===== src/tcis_defines.vh =====
// constants for the timer capture input stage: register offsets,
// field positions, reset values and edge-select codes
// assumes inclusion by bare name from the design files
`ifndef TCIS_DEFINES_VH
`define TCIS_DEFINES_VH

// ****************************************
// register byte offsets
// ****************************************
`define TCIS_OFS_CTRL        8'h00
`define TCIS_OFS_PRESCALER   8'h04
`define TCIS_OFS_COUNT       8'h08
`define TCIS_OFS_CAP_A       8'h0C
`define TCIS_OFS_CAP_B       8'h10
`define TCIS_OFS_IRQ_STATUS  8'h14
`define TCIS_OFS_IRQ_MASK    8'h18

// ****************************************
// control register fields
// ****************************************
`define TCIS_CTRL_RUN        0
`define TCIS_CTRL_SRC_PIN_A  1
`define TCIS_CTRL_CAPMODE_A  2
`define TCIS_CTRL_CAPMODE_B  3
`define TCIS_CTRL_W          4
`define TCIS_CTRL_RST        4'h0

// ****************************************
// prescaler mode register fields
// ****************************************
`define TCIS_PRM_DIV_LO      0
`define TCIS_PRM_DIV_HI      1
`define TCIS_PRM_EDGE_A_LO   4
`define TCIS_PRM_EDGE_A_HI   5
`define TCIS_PRM_EDGE_B_LO   6
`define TCIS_PRM_EDGE_B_HI   7
`define TCIS_PRM_W           8
`define TCIS_PRM_RST         8'h00

// ****************************************
// edge select codes
// ****************************************
`define TCIS_EDGE_FALL       2'h0
`define TCIS_EDGE_RISE       2'h1
`define TCIS_EDGE_NONE       2'h2
`define TCIS_EDGE_BOTH       2'h3

// ****************************************
// interrupt status bits
// ****************************************
`define TCIS_IRQ_CAP_A       0
`define TCIS_IRQ_CAP_B       1
`define TCIS_IRQ_W           2

`endif


===== src/tcis_prescaler.v =====
// count clock generator: divides core_clk into a square count clock
// assumes a synchronous active-high reset on the same clock
`timescale 1ns/1ps
`default_nettype none

module tcis_prescaler
#(
   parameter DIV_W = 8                     // width of the half-period counter
)
(
   input  wire             core_clk,       // system clock
   input  wire             rst,            // synchronous reset
   input  wire [1:0]       div_sel,        // half period is 1 << div_sel cycles
   output reg              rise_pulse_q,   // count clock rising edge
   output reg              fall_pulse_q    // count clock falling edge
);

   // ****************************************
   // half-period counter
   // ****************************************
   reg  [DIV_W-1:0] div_q;                 // cycles into the half period
   reg              level_q;               // count clock level
   wire [DIV_W-1:0] half_last;             // last cycle of the half period

   assign half_last = ({{(DIV_W-1){1'b0}}, 1'b1} << div_sel) - {{(DIV_W-1){1'b0}}, 1'b1};

   // toggle the count clock; edges leave as one-cycle pulses
   always @(posedge core_clk)
   begin
      if (rst)
      begin
         div_q        <= {DIV_W{1'b0}};
         level_q      <= 1'b0;
         rise_pulse_q <= 1'b0;
         fall_pulse_q <= 1'b0;
      end
      else if (div_q >= half_last)
      begin
         // a lowered select mid-period ends the half period at once
         div_q        <= {DIV_W{1'b0}};
         level_q      <= ~level_q;
         rise_pulse_q <= ~level_q;
         fall_pulse_q <= level_q;
      end
      else
      begin
         div_q        <= div_q + {{(DIV_W-1){1'b0}}, 1'b1};
         rise_pulse_q <= 1'b0;
         fall_pulse_q <= 1'b0;
      end
   end

endmodule // tcis_prescaler

`default_nettype wire


===== src/tcis_pin_filter.v =====
// trigger pin conditioner: two-flop synchroniser, two-sample noise
// filter and edge detector with an arming memory across stops
// assumes the sample strobe and run level come from core_clk logic
`timescale 1ns/1ps
`default_nettype none

`include "tcis_defines.vh"

module tcis_pin_filter
(
   input  wire       core_clk,      // system clock
   input  wire       rst,           // synchronous reset
   input  wire       pin,           // raw trigger pin
   input  wire       sample_en,     // filter sampling strobe
   input  wire       run,           // counter running
   input  wire [1:0] edge_sel,      // valid edge code
   output reg        valid_edge_q   // one-cycle valid edge
);

   // ****************************************
   // synchroniser and filter
   // ****************************************
   reg meta_q;                      // first synchroniser stage
   reg sync_q;                      // second synchroniser stage
   reg samp_q;                      // previous filter sample
   reg level_q;                     // filtered level
   reg prev_q;                      // level seen by the edge detector
   reg started_q;                   // counter has run since reset
   reg hit;                         // edge matches selection

   // level only moves when two successive samples agree
   always @(posedge core_clk)
   begin
      if (rst)
      begin
         meta_q  <= 1'b0;
         sync_q  <= 1'b0;
         samp_q  <= 1'b0;
         level_q <= 1'b0;
      end
      else
      begin
         meta_q <= pin;
         sync_q <= meta_q;
         if (sample_en)
         begin
            samp_q <= sync_q;
            if (samp_q == sync_q)
               level_q <= sync_q;
         end
      end
   end

   // edge match against the selected code
   always @*
   begin
      case (edge_sel)
         `TCIS_EDGE_FALL: hit = prev_q & ~level_q;
         `TCIS_EDGE_RISE: hit = ~prev_q & level_q;
         `TCIS_EDGE_BOTH: hit = prev_q ^ level_q;
         default:         hit = 1'b0;
      endcase
   end

   // ****************************************
   // edge detector
   // ****************************************
   // prev stays low until first run so a high pin shows as a rise;
   // after that it tracks even while stopped, so a restart is quiet
   always @(posedge core_clk)
   begin
      if (rst)
      begin
         prev_q       <= 1'b0;
         started_q    <= 1'b0;
         valid_edge_q <= 1'b0;
      end
      else
      begin
         if (run)
            started_q <= 1'b1;
         if (run || started_q)
            prev_q <= level_q;
         valid_edge_q <= run & hit;
      end
   end

endmodule // tcis_pin_filter

`default_nettype wire


===== src/tcis_capture_stage.v =====
// top of the timer capture input stage with its APB register file
// assumes an APB master on core_clk and raw asynchronous trigger pins
//
// Design decisions made here: the APB slave port and the address map.
`timescale 1ns/1ps
`default_nettype none

`include "tcis_defines.vh"

module tcis_capture_stage
#(
   parameter CNT_W = 16                    // counter and capture width
)
(
   input  wire        core_clk,            // system clock, 20 MHz
   input  wire        rst,                 // synchronous reset, active high
   input  wire        psel,                // apb select
   input  wire        penable,             // apb access phase
   input  wire        pwrite,              // apb direction
   input  wire [7:0]  paddr,               // apb byte address
   input  wire [31:0] pwdata,              // apb write data
   output reg  [31:0] prdata,              // apb read data
   output reg         pready,              // apb ready
   output reg         pslverr,             // apb error on unmapped address
   input  wire        trigger_pin_a,       // raw trigger pin a
   input  wire        trigger_pin_b,       // raw trigger pin b
   output reg         irq                  // level interrupt
);

   // ****************************************
   // register state
   // ****************************************
   reg  [`TCIS_CTRL_W-1:0] ctrl_q;         // run, source, capture modes
   reg  [`TCIS_PRM_W-1:0]  prescaler_mode_reg_q; // divider and edges
   reg  [CNT_W-1:0]        main_counter_q; // running count
   reg  [CNT_W-1:0]        capture_reg_a_q; // capture a
   reg  [CNT_W-1:0]        capture_reg_b_q; // capture b
   reg  [`TCIS_IRQ_W-1:0]  irq_status_q;   // sticky events
   reg  [`TCIS_IRQ_W-1:0]  irq_status_d;   // next sticky events
   reg  [`TCIS_IRQ_W-1:0]  irq_mask_q;     // interrupt enables
   reg                     pend_a_q;       // trigger a waiting for fall
   reg                     pend_b_q;       // trigger b waiting for fall
   reg                     irq_arm_a_q;    // capture a done, awaiting rise
   reg                     irq_arm_b_q;    // capture b done, awaiting rise

   // ****************************************
   // decoded controls
   // ****************************************
   wire       run        = ctrl_q[`TCIS_CTRL_RUN];
   wire       src_pin_a  = ctrl_q[`TCIS_CTRL_SRC_PIN_A];
   wire       capmode_a  = ctrl_q[`TCIS_CTRL_CAPMODE_A];
   wire       capmode_b  = ctrl_q[`TCIS_CTRL_CAPMODE_B];
   wire [1:0] div_sel    = prescaler_mode_reg_q[`TCIS_PRM_DIV_HI:`TCIS_PRM_DIV_LO];
   wire [1:0] edge_select_a = prescaler_mode_reg_q[`TCIS_PRM_EDGE_A_HI:`TCIS_PRM_EDGE_A_LO];
   wire [1:0] edge_select_b = prescaler_mode_reg_q[`TCIS_PRM_EDGE_B_HI:`TCIS_PRM_EDGE_B_LO];

   wire       cclk_rise;                   // count clock rising pulse
   wire       cclk_fall;                   // count clock falling pulse
   wire       edge_a;                      // filtered valid edge, pin a
   wire       edge_b;                      // filtered valid edge, pin b
   wire       sample_a;                    // filter strobe, pin a

   // ****************************************
   // bus decode
   // ****************************************
   wire       acc_done = psel & penable & pready;   // completing edge
   wire       wr_done  = acc_done & pwrite;         // write takes effect
   wire [`TCIS_IRQ_W-1:0] w1c = (wr_done && paddr == `TCIS_OFS_IRQ_STATUS) ?
                                pwdata[`TCIS_IRQ_W-1:0] : {`TCIS_IRQ_W{1'b0}};

   // mapped-address check for the error flag; the read mux decodes on its own
   function is_mapped;
      input [7:0] a;
      begin
         is_mapped = (a == `TCIS_OFS_CTRL) || (a == `TCIS_OFS_PRESCALER) ||
                     (a == `TCIS_OFS_COUNT) || (a == `TCIS_OFS_CAP_A) ||
                     (a == `TCIS_OFS_CAP_B) || (a == `TCIS_OFS_IRQ_STATUS) ||
                     (a == `TCIS_OFS_IRQ_MASK);
      end
   endfunction

   // ****************************************
   // count clock and pin conditioning
   // ****************************************
   tcis_prescaler #(.DIV_W(8)) u_presc
   (
      .core_clk     (core_clk),
      .rst          (rst),
      .div_sel      (div_sel),
      .rise_pulse_q (cclk_rise),
      .fall_pulse_q (cclk_fall)
   );

   // counting from the pin needs the fast sampler, capture the slow one
   assign sample_a = src_pin_a ? 1'b1 : cclk_rise;

   tcis_pin_filter u_filt_a
   (
      .core_clk     (core_clk),
      .rst          (rst),
      .pin          (trigger_pin_a),
      .sample_en    (sample_a),
      .run          (run),
      .edge_sel     (edge_select_a),
      .valid_edge_q (edge_a)
   );

   tcis_pin_filter u_filt_b
   (
      .core_clk     (core_clk),
      .rst          (rst),
      .pin          (trigger_pin_b),
      .sample_en    (cclk_rise),
      .run          (run),
      .edge_sel     (edge_select_b),
      .valid_edge_q (edge_b)
   );

   // ****************************************
   // control registers
   // ****************************************
   // software writes land only on the completing access edge
   always @(posedge core_clk)
   begin
      if (rst)
      begin
         ctrl_q               <= `TCIS_CTRL_RST;
         prescaler_mode_reg_q <= `TCIS_PRM_RST;
         irq_mask_q           <= {`TCIS_IRQ_W{1'b0}};
      end
      else if (wr_done)
      begin
         case (paddr)
            `TCIS_OFS_CTRL:      ctrl_q <= pwdata[`TCIS_CTRL_W-1:0];
            `TCIS_OFS_PRESCALER: prescaler_mode_reg_q <= pwdata[`TCIS_PRM_W-1:0];
            `TCIS_OFS_IRQ_MASK:  irq_mask_q <= pwdata[`TCIS_IRQ_W-1:0];
            default:             ctrl_q <= ctrl_q;  // read-only, unmapped, or irq status (cleared through w1c)
         endcase
      end
   end

   // ****************************************
   // main counter
   // ****************************************
   // counts count clock rises, or pin a edges when that pin is the source
   always @(posedge core_clk)
   begin
      if (rst)
         main_counter_q <= {CNT_W{1'b0}};
      else if (run && (src_pin_a ? edge_a : cclk_rise))
         main_counter_q <= main_counter_q + {{(CNT_W-1){1'b0}}, 1'b1};
   end

   // ****************************************
   // capture path
   // ****************************************
   // edges wait in a pending flag for the next count clock fall; a
   // pulse shorter than two count clocks may be missed by the filter
   always @(posedge core_clk)
   begin
      if (rst)
      begin
         pend_a_q        <= 1'b0;
         pend_b_q        <= 1'b0;
         capture_reg_a_q <= {CNT_W{1'b0}};
         capture_reg_b_q <= {CNT_W{1'b0}};
         irq_arm_a_q     <= 1'b0;
         irq_arm_b_q     <= 1'b0;
      end
      else if (!run)
      begin
         pend_a_q    <= 1'b0;
         pend_b_q    <= 1'b0;
         irq_arm_a_q <= 1'b0;
         irq_arm_b_q <= 1'b0;
      end
      else
      begin
         // pin a never captures while it clocks the counter
         if (edge_a && capmode_a && !src_pin_a)
            pend_a_q <= 1'b1;
         else if (cclk_fall)
            pend_a_q <= 1'b0;
         if (edge_b && capmode_b)
            pend_b_q <= 1'b1;
         else if (cclk_fall)
            pend_b_q <= 1'b0;
         // latch on the fall; a coincident read never blocks it
         if (cclk_fall && pend_a_q)
            capture_reg_a_q <= main_counter_q;
         if (cclk_fall && pend_b_q)
            capture_reg_b_q <= main_counter_q;
         // arm on capture, fire on the next rise
         if (cclk_fall && pend_a_q)
            irq_arm_a_q <= 1'b1;
         else if (cclk_rise)
            irq_arm_a_q <= 1'b0;
         if (cclk_fall && pend_b_q)
            irq_arm_b_q <= 1'b1;
         else if (cclk_rise)
            irq_arm_b_q <= 1'b0;
      end
   end

   // ****************************************
   // interrupt status
   // ****************************************
   // a set in the same cycle as its clear wins
   always @*
   begin
      irq_status_d = irq_status_q & ~w1c;
      if (cclk_rise && irq_arm_a_q)
         irq_status_d[`TCIS_IRQ_CAP_A] = 1'b1;
      if (cclk_rise && irq_arm_b_q)
         irq_status_d[`TCIS_IRQ_CAP_B] = 1'b1;
   end

   // sticky bits and the gated interrupt level
   always @(posedge core_clk)
   begin
      if (rst)
      begin
         irq_status_q <= {`TCIS_IRQ_W{1'b0}};
         irq          <= 1'b0;
      end
      else
      begin
         irq_status_q <= irq_status_d;
         irq          <= |(irq_status_d & irq_mask_q);
      end
   end

   // ****************************************
   // apb response
   // ****************************************
   // one wait state: ready rises in the second access cycle, so read
   // data is registered against a stable address
   always @(posedge core_clk)
   begin
      if (rst)
      begin
         pready  <= 1'b0;
         pslverr <= 1'b0;
         prdata  <= 32'h00000000;
      end
      else
      begin
         pready  <= psel & penable & ~pready;
         pslverr <= psel & penable & ~pready & ~is_mapped(paddr);
         prdata  <= 32'h00000000;
         if (psel && penable && !pready && !pwrite)
         begin
            case (paddr)
               `TCIS_OFS_CTRL:       prdata[`TCIS_CTRL_W-1:0] <= ctrl_q;
               `TCIS_OFS_PRESCALER:  prdata[`TCIS_PRM_W-1:0] <= prescaler_mode_reg_q;
               `TCIS_OFS_COUNT:      prdata[CNT_W-1:0] <= main_counter_q;
               `TCIS_OFS_CAP_A:      prdata[CNT_W-1:0] <= capture_reg_a_q;
               `TCIS_OFS_CAP_B:      prdata[CNT_W-1:0] <= capture_reg_b_q;
               `TCIS_OFS_IRQ_STATUS: prdata[`TCIS_IRQ_W-1:0] <= irq_status_q;
               `TCIS_OFS_IRQ_MASK:   prdata[`TCIS_IRQ_W-1:0] <= irq_mask_q;
               default:              prdata <= 32'h00000000; // unmapped
            endcase
         end
      end
   end

endmodule // tcis_capture_stage

`default_nettype wire


===== config.mk =====
export PLATFORM = sky130hd
export DESIGN_NAME = tcis_capture_stage
export DESIGN_NICKNAME = d
export VERILOG_FILES = /design/src/tcis_prescaler.v /design/src/tcis_pin_filter.v /design/src/tcis_capture_stage.v
export VERILOG_INCLUDE_DIRS = /design/src
export SDC_FILE = /design/constraint.sdc
export NUM_CORES = 1
export LEC_CHECK = 0
export BUFFER_PORTS_ARGS = -buffer_cell sky130_fd_sc_hd__buf_2
export CAP_MARGIN = 20
export CORE_AREA = 4 4 152 140
export DETAILED_ROUTE_END_ITERATION = 7
export DIE_AREA = 0 0 156 144
export RECOVER_POWER = 25
export REMOVE_ABC_BUFFERS = 1
export SYNTH_ARGS = -nofsm -noshare
export SYNTH_HDL_FRONTEND = slang
export SYNTH_SLANG_ARGS = --single-unit

===== constraint.sdc =====
create_clock -name core_clk -period 3 [get_ports core_clk]
set_clock_uncertainty 0.15 [all_clocks]
set_input_delay 0.3 -clock core_clk [delete_from_list [all_inputs] [get_ports core_clk]]
set_output_delay 0.3 -clock core_clk [all_outputs]
set_load 0.05 [all_outputs]

After elaboration in Yosys (flattened, before gate mapping)

Index checks and enable logic that the tools add are counted.

$add $sub $neg: 3
Magnitude comparators: 1
Equality and inequality tests: 12
Shift-type cells: 1
Mux-type cells: 17
Bitwise gates (word level): 26
Reductions and logical operators: 41

Operator list:

| operator                                          | number |
|---|---|
| == test 8 x 5 -> 1 bit (second input constant)    | 3 |
| one-hot mux 8 bit (3 select lines)                | 1 |
| adder 16 x 1 -> 16 bit (second input constant)    | 1 |
| == test 8 x 4 -> 1 bit (second input constant)    | 2 |
| one-hot mux 4 bit (4 select lines)                | 1 |
| one-hot mux 2 bit (7 select lines)                | 1 |
| AND reduction 2 bit                               | 7 |
| logical AND 1 bit                                 | 12 |
| bitwise AND 1 bit                                 | 11 |
| two-way mux 1 bit                                 | 10 |
| NOT 1 bit                                         | 10 |
| one-hot mux 2 bit (5 select lines)                | 1 |
| OR reduction 2 bit                                | 5 |
| adder 8 x 1 -> 8 bit (second input constant)      | 1 |
| == test 8 x 3 -> 1 bit (second input constant)    | 1 |
| greater-or-equal comparator 8 bit                 | 1 |
| logical NOT 8 bit                                 | 1 |
| nonzero test 2 bit                                | 4 |
| << shifter 1 x 2 -> 8 bit (first input constant)  | 1 |
| subtractor 8 x 1 -> 8 bit (second input constant) | 1 |
| logical OR 1 bit                                  | 7 |
| one-hot mux 1 bit (3 select lines)                | 2 |
| bitwise AND 2 bit                                 | 2 |
| == test 2 x 1 -> 1 bit (second input constant)    | 2 |
| 7 further kinds                                   | 13 |

Register bits: 127
Input bits: 47
Logic and storage cells: 134

Longest topological paths before layout

Word-level depth: 10
Depth in mapped cells: 6
Mapped depth without buffers: 6

By module

Synthesis repeated with hierarchy kept, for this count alone.

Cells, all modules: 550
Area total of the unflattened synthesis: 4,912.2 µm²

Modules (own cells, without submodules):

| module             | instances | cells an instance | area each (µm²) | sequential area each (µm²) |
|---|---|---|---|---|
| tcis_capture_stage | 1         | 446               | 3,875.0         | 1,741.7 |
| tcis_pin_filter    | 2         | 29                | 276.5           | 140.1 |
| tcis_prescaler     | 1         | 46                | 484.2           | 220.2 |

Least setup slack after synthesis

Ideal clock, no wire load.

Kind: reg-to-reg
Start: reg prescaler_mode_reg_q[0]
End: reg u_presc.level_q
Setup time: 0.121 ns
Data arrival time: 1.788 ns
Setup slack: 0.942 ns
Stages on the path, launching flop included: 7
Buffers on the path: 0
Cell sequence: dfxtp_1 or2_2 ha_1 nand2b_1 a211oi_1 o211a_1 mux2_2

Longest elaborated chain between the ends: 3

RTL lines:

| element                           | line                     | text |
|---|---|---|
| start, declared                   | tcis_capture_stage.v:34  | `` reg [`TCIS_PRM_W-1:0] prescaler_mode_reg_q; `` |
| start signal, assigned            | tcis_capture_stage.v:128 | `` prescaler_mode_reg_q <= `TCIS_PRM_RST; `` |
| start signal, assigned            | tcis_capture_stage.v:135 | `` `TCIS_OFS_PRESCALER: prescaler_mode_reg_q <= pwdata[`TCIS_PRM_W-1:0]; `` |
| << shifter 1 x 2 -> 8 bit         | tcis_prescaler.v:25      | `assign half_last = ({{(DIV_W-1){1'b0}}, 1'b1} << div_sel) - {{(DIV_W-1){1'b0}}, 1'b1};` |
| subtractor 8 x 1 -> 8 bit         | tcis_prescaler.v:25      |  |
| greater-or-equal comparator 8 bit | tcis_prescaler.v:37      | `else if (div_q >= half_last)` |
| end signal, assigned              | tcis_prescaler.v:41      | `level_q <= ~level_q;` |
| end, declared                     | tcis_prescaler.v:22      | `reg level_q;` |

No other way between the ends.
A chain may end at the register's enable or synchronous reset.

Final worst setup path

Start: reg prescaler_mode_reg_q[1]
End: reg u_presc.level_q

Same word-level chain as after synthesis.

==> out/metrics.cfg <==
[routing]
drtIter0Drc = 214
viasPerCell = 4.498
drc = 0
drt-wirelength-per-cell_um = 13.64
ant_nets = 0
num_vias = 3787
drt_first_pass_iters = 4
drt-total-wl_um = 11490

[setup_path]
crit_start = prescaler_mode_reg_q[1]
crit_path_max_fanout = 5
r2r_setup_slack_ps = 790
r2r_start = prescaler_mode_reg_q[1]
path_class = reg -> reg
cp-start-kind = register
reg2regPathDepth = 6
crit_end = u_presc.level_q
crit_path_end_kind = register
r2r_end = u_presc.level_q
crit_required_ps = 3100
cp.arrival_ps = 2300

[finish]
fill_cells = 2100
area_growth_pct = 14.18
drive_gt1_share_pct = 11.75
layout.cells.non_filler = 842
nets = 640
num_antenna_cells = 0
final_common_cell = dfxtp_1
final_cell_mix = dfxtp_1, nand2_1, nor2_1

[timing]
fmax_mhz = 453.2
slew_viol_final = 0
maxSlewHeadroom_pct = 28.70
setup_viol = 0
setup-tns-final_ps = 0
worstMarginPinSlew_ps = 1070
rsz0062_at_grt = false
timing.hold.ws_ps = 9.531
period_needed_ps = 2207
finalCritPeriodShare_pct = 73.56
hold_violations = 0

[cts]
hold_buffers = 0
cts_tree = built
postCtsSetupRepairBufs = 0
clk_pin_slew_worst_paths_ps = 70
cts_max_path_buffers = 2
cts_sinks = 111
cts-root-buf = clkbuf_16
htree_levels = 3
insertion_delay_ps = 360
cts_resized = 0
numCtsBuffers = 9

[power]
power_leakage_uw = 0.002010
max-vdd-ir-drop_mv = 0.3186
powerDensity_nw_per_um2 = 525.6

[die]
core-area_um2 = 19680
num_rows = 49
die_w_um = 156
die_area_um2 = 22460
fp.dieH_um = 144
start_util_pct = 24.67
io_pins = 82

[yosys]
ys_types = 55
synth-edff-count = 0
syn_inst = 553
ys_async_sr_fraction_pct = 0
yosys_most_used_dff = dfxtp_1
ys_seq_area_share_pct = 45.77
synth_warnings = 0
synth_seq_cells = 111
synth_area_um2 = 4855
synth.avg_cell_area_um2 = 8.779

[global_routing]
overflow = 0
antenna_found_initial = 0
grt_pass1_vias = 3546
grtUsageTotal_pct = 10.45
grt_max_degree = 54
grt_pass1_wl_um = 18400

[run]
drv_cap = 0

[placement]
gp_congestion = 0.7707
numPortBuffers = 41
dp_cells = 827
dpl.hpwl_um = 8009

[hold_path]
hold_path_depth = 2
worstHoldStart = trigger_pin_a
hp-class = in -> reg

[outcome]
status = completed

-- cell families after synthesis --
| group | share of synthesized area (%) |
|---|---|
| other | 0.1547 |
| buffers and inverters | 5.979 |
| XOR/XNOR | 2.165 |
| AND/OR/NAND/NOR | 21.83 |
| AO/OA/AOI/OAI | 12.86 |
| multiplexers | 8.660 |
| flip-flops | 45.77 |
| adder cells (fa/ha/maj) | 2.577 |
-- power by group --
group,switching (uW),internal (uW)
logic,117,33.8
registers,8.70,1480
clock network,524,748
total,649,2260
-- synth_stat cells (all sizes together) (3+ instances only) --
cell | instances | area share [%]
and4 | 3 | 0.57
nor2b | 14 | 1.8
nor4 | 4 | 0.82
and2 | 4 | 0.52
clkbuf | 22 | 1.7
a22oi | 16 | 2.5
or3 | 3 | 0.39
xnor2 | 5 | 0.90
mux2i | 24 | 4.9
nor2 | 53 | 4.1
a21oi | 51 | 5.3
nand2b | 6 | 0.77
nor3 | 10 | 1.1
nor3b | 4 | 0.72
and3 | 5 | 0.67
inv | 14 | 1.1
mux2 | 12 | 2.8
nand2 | 84 | 6.5
ha | 10 | 2.6
nand4 | 7 | 1.2
dfxtp | 111 | 46
nand3 | 12 | 1.2
o21ai | 16 | 1.6
or4 | 3 | 0.54
xor2 | 7 | 1.3
buf | 24 | 3.2
-- metrics by stage --
stage                     setup WS [ps]  cell area [um2]  total power [uW]  utilization [%]
after CTS                         771.3             5567              2952            28.29
final                             793.2             5543              2913            28.16
after global routing              685.1             5543              3016            28.16
after global placement            831.9             5254              1676            26.70
after floorplan                   941.7             4684              1606                -
after detailed placement          806.4             5254              1677            26.70
-- per-layer routing --
metal  GRT usage, %  part of all wire, %  routed length [um]
met5              0                    0                   0
met4          4.929                  2.6                 298
met3          2.394                  4.1                 473
met2          16.56                   45                5200
met1          13.53                   48                5515
-- flip-flops by register name (all words and copies together), names as in the netlist, 2 cells and up --
signal                count
u_presc.div_q             8
main_counter_q           16
prescaler_mode_reg_q      8
ctrl_q                    4
capture_reg_a_q          16
irq_mask_q                2
irq_status_q              2
prdata                   16
capture_reg_b_q          16
-- worst max-delay path, stage by stage (launching register included) --
cell and delay, ps:
dfxtp_1 350, or2_2 280, ha_1 270, nand2b_1 140, a211oi_1 290, o211a_1 260
mux2_2 340
-- layout make-up --
type	instances	area, um2	share of cell area (%)
Sequential cell	111	2222	40.09
Multi-Input combinational cell	400	2406	43.41
Tap cell	255	319.1	5.756
Timing Repair Buffer	47	230.2	4.153
Clock buffer	11	242.7	4.379
Inverter	14	52.55	0.9481
Clock inverter	4	70.07	1.264
-- how the worst min path moves through the flow --
stage	to
3_3_place_gp	u_filt_a.sync_q
5_1_grt	u_filt_a.meta_q
6_report	u_filt_a.meta_q
2_1_floorplan	capture_reg_a_q[0]
4_1_cts	u_filt_a.meta_q
3_5_place_dp	u_filt_a.sync_q
Power figures use the tool's default switching activity.
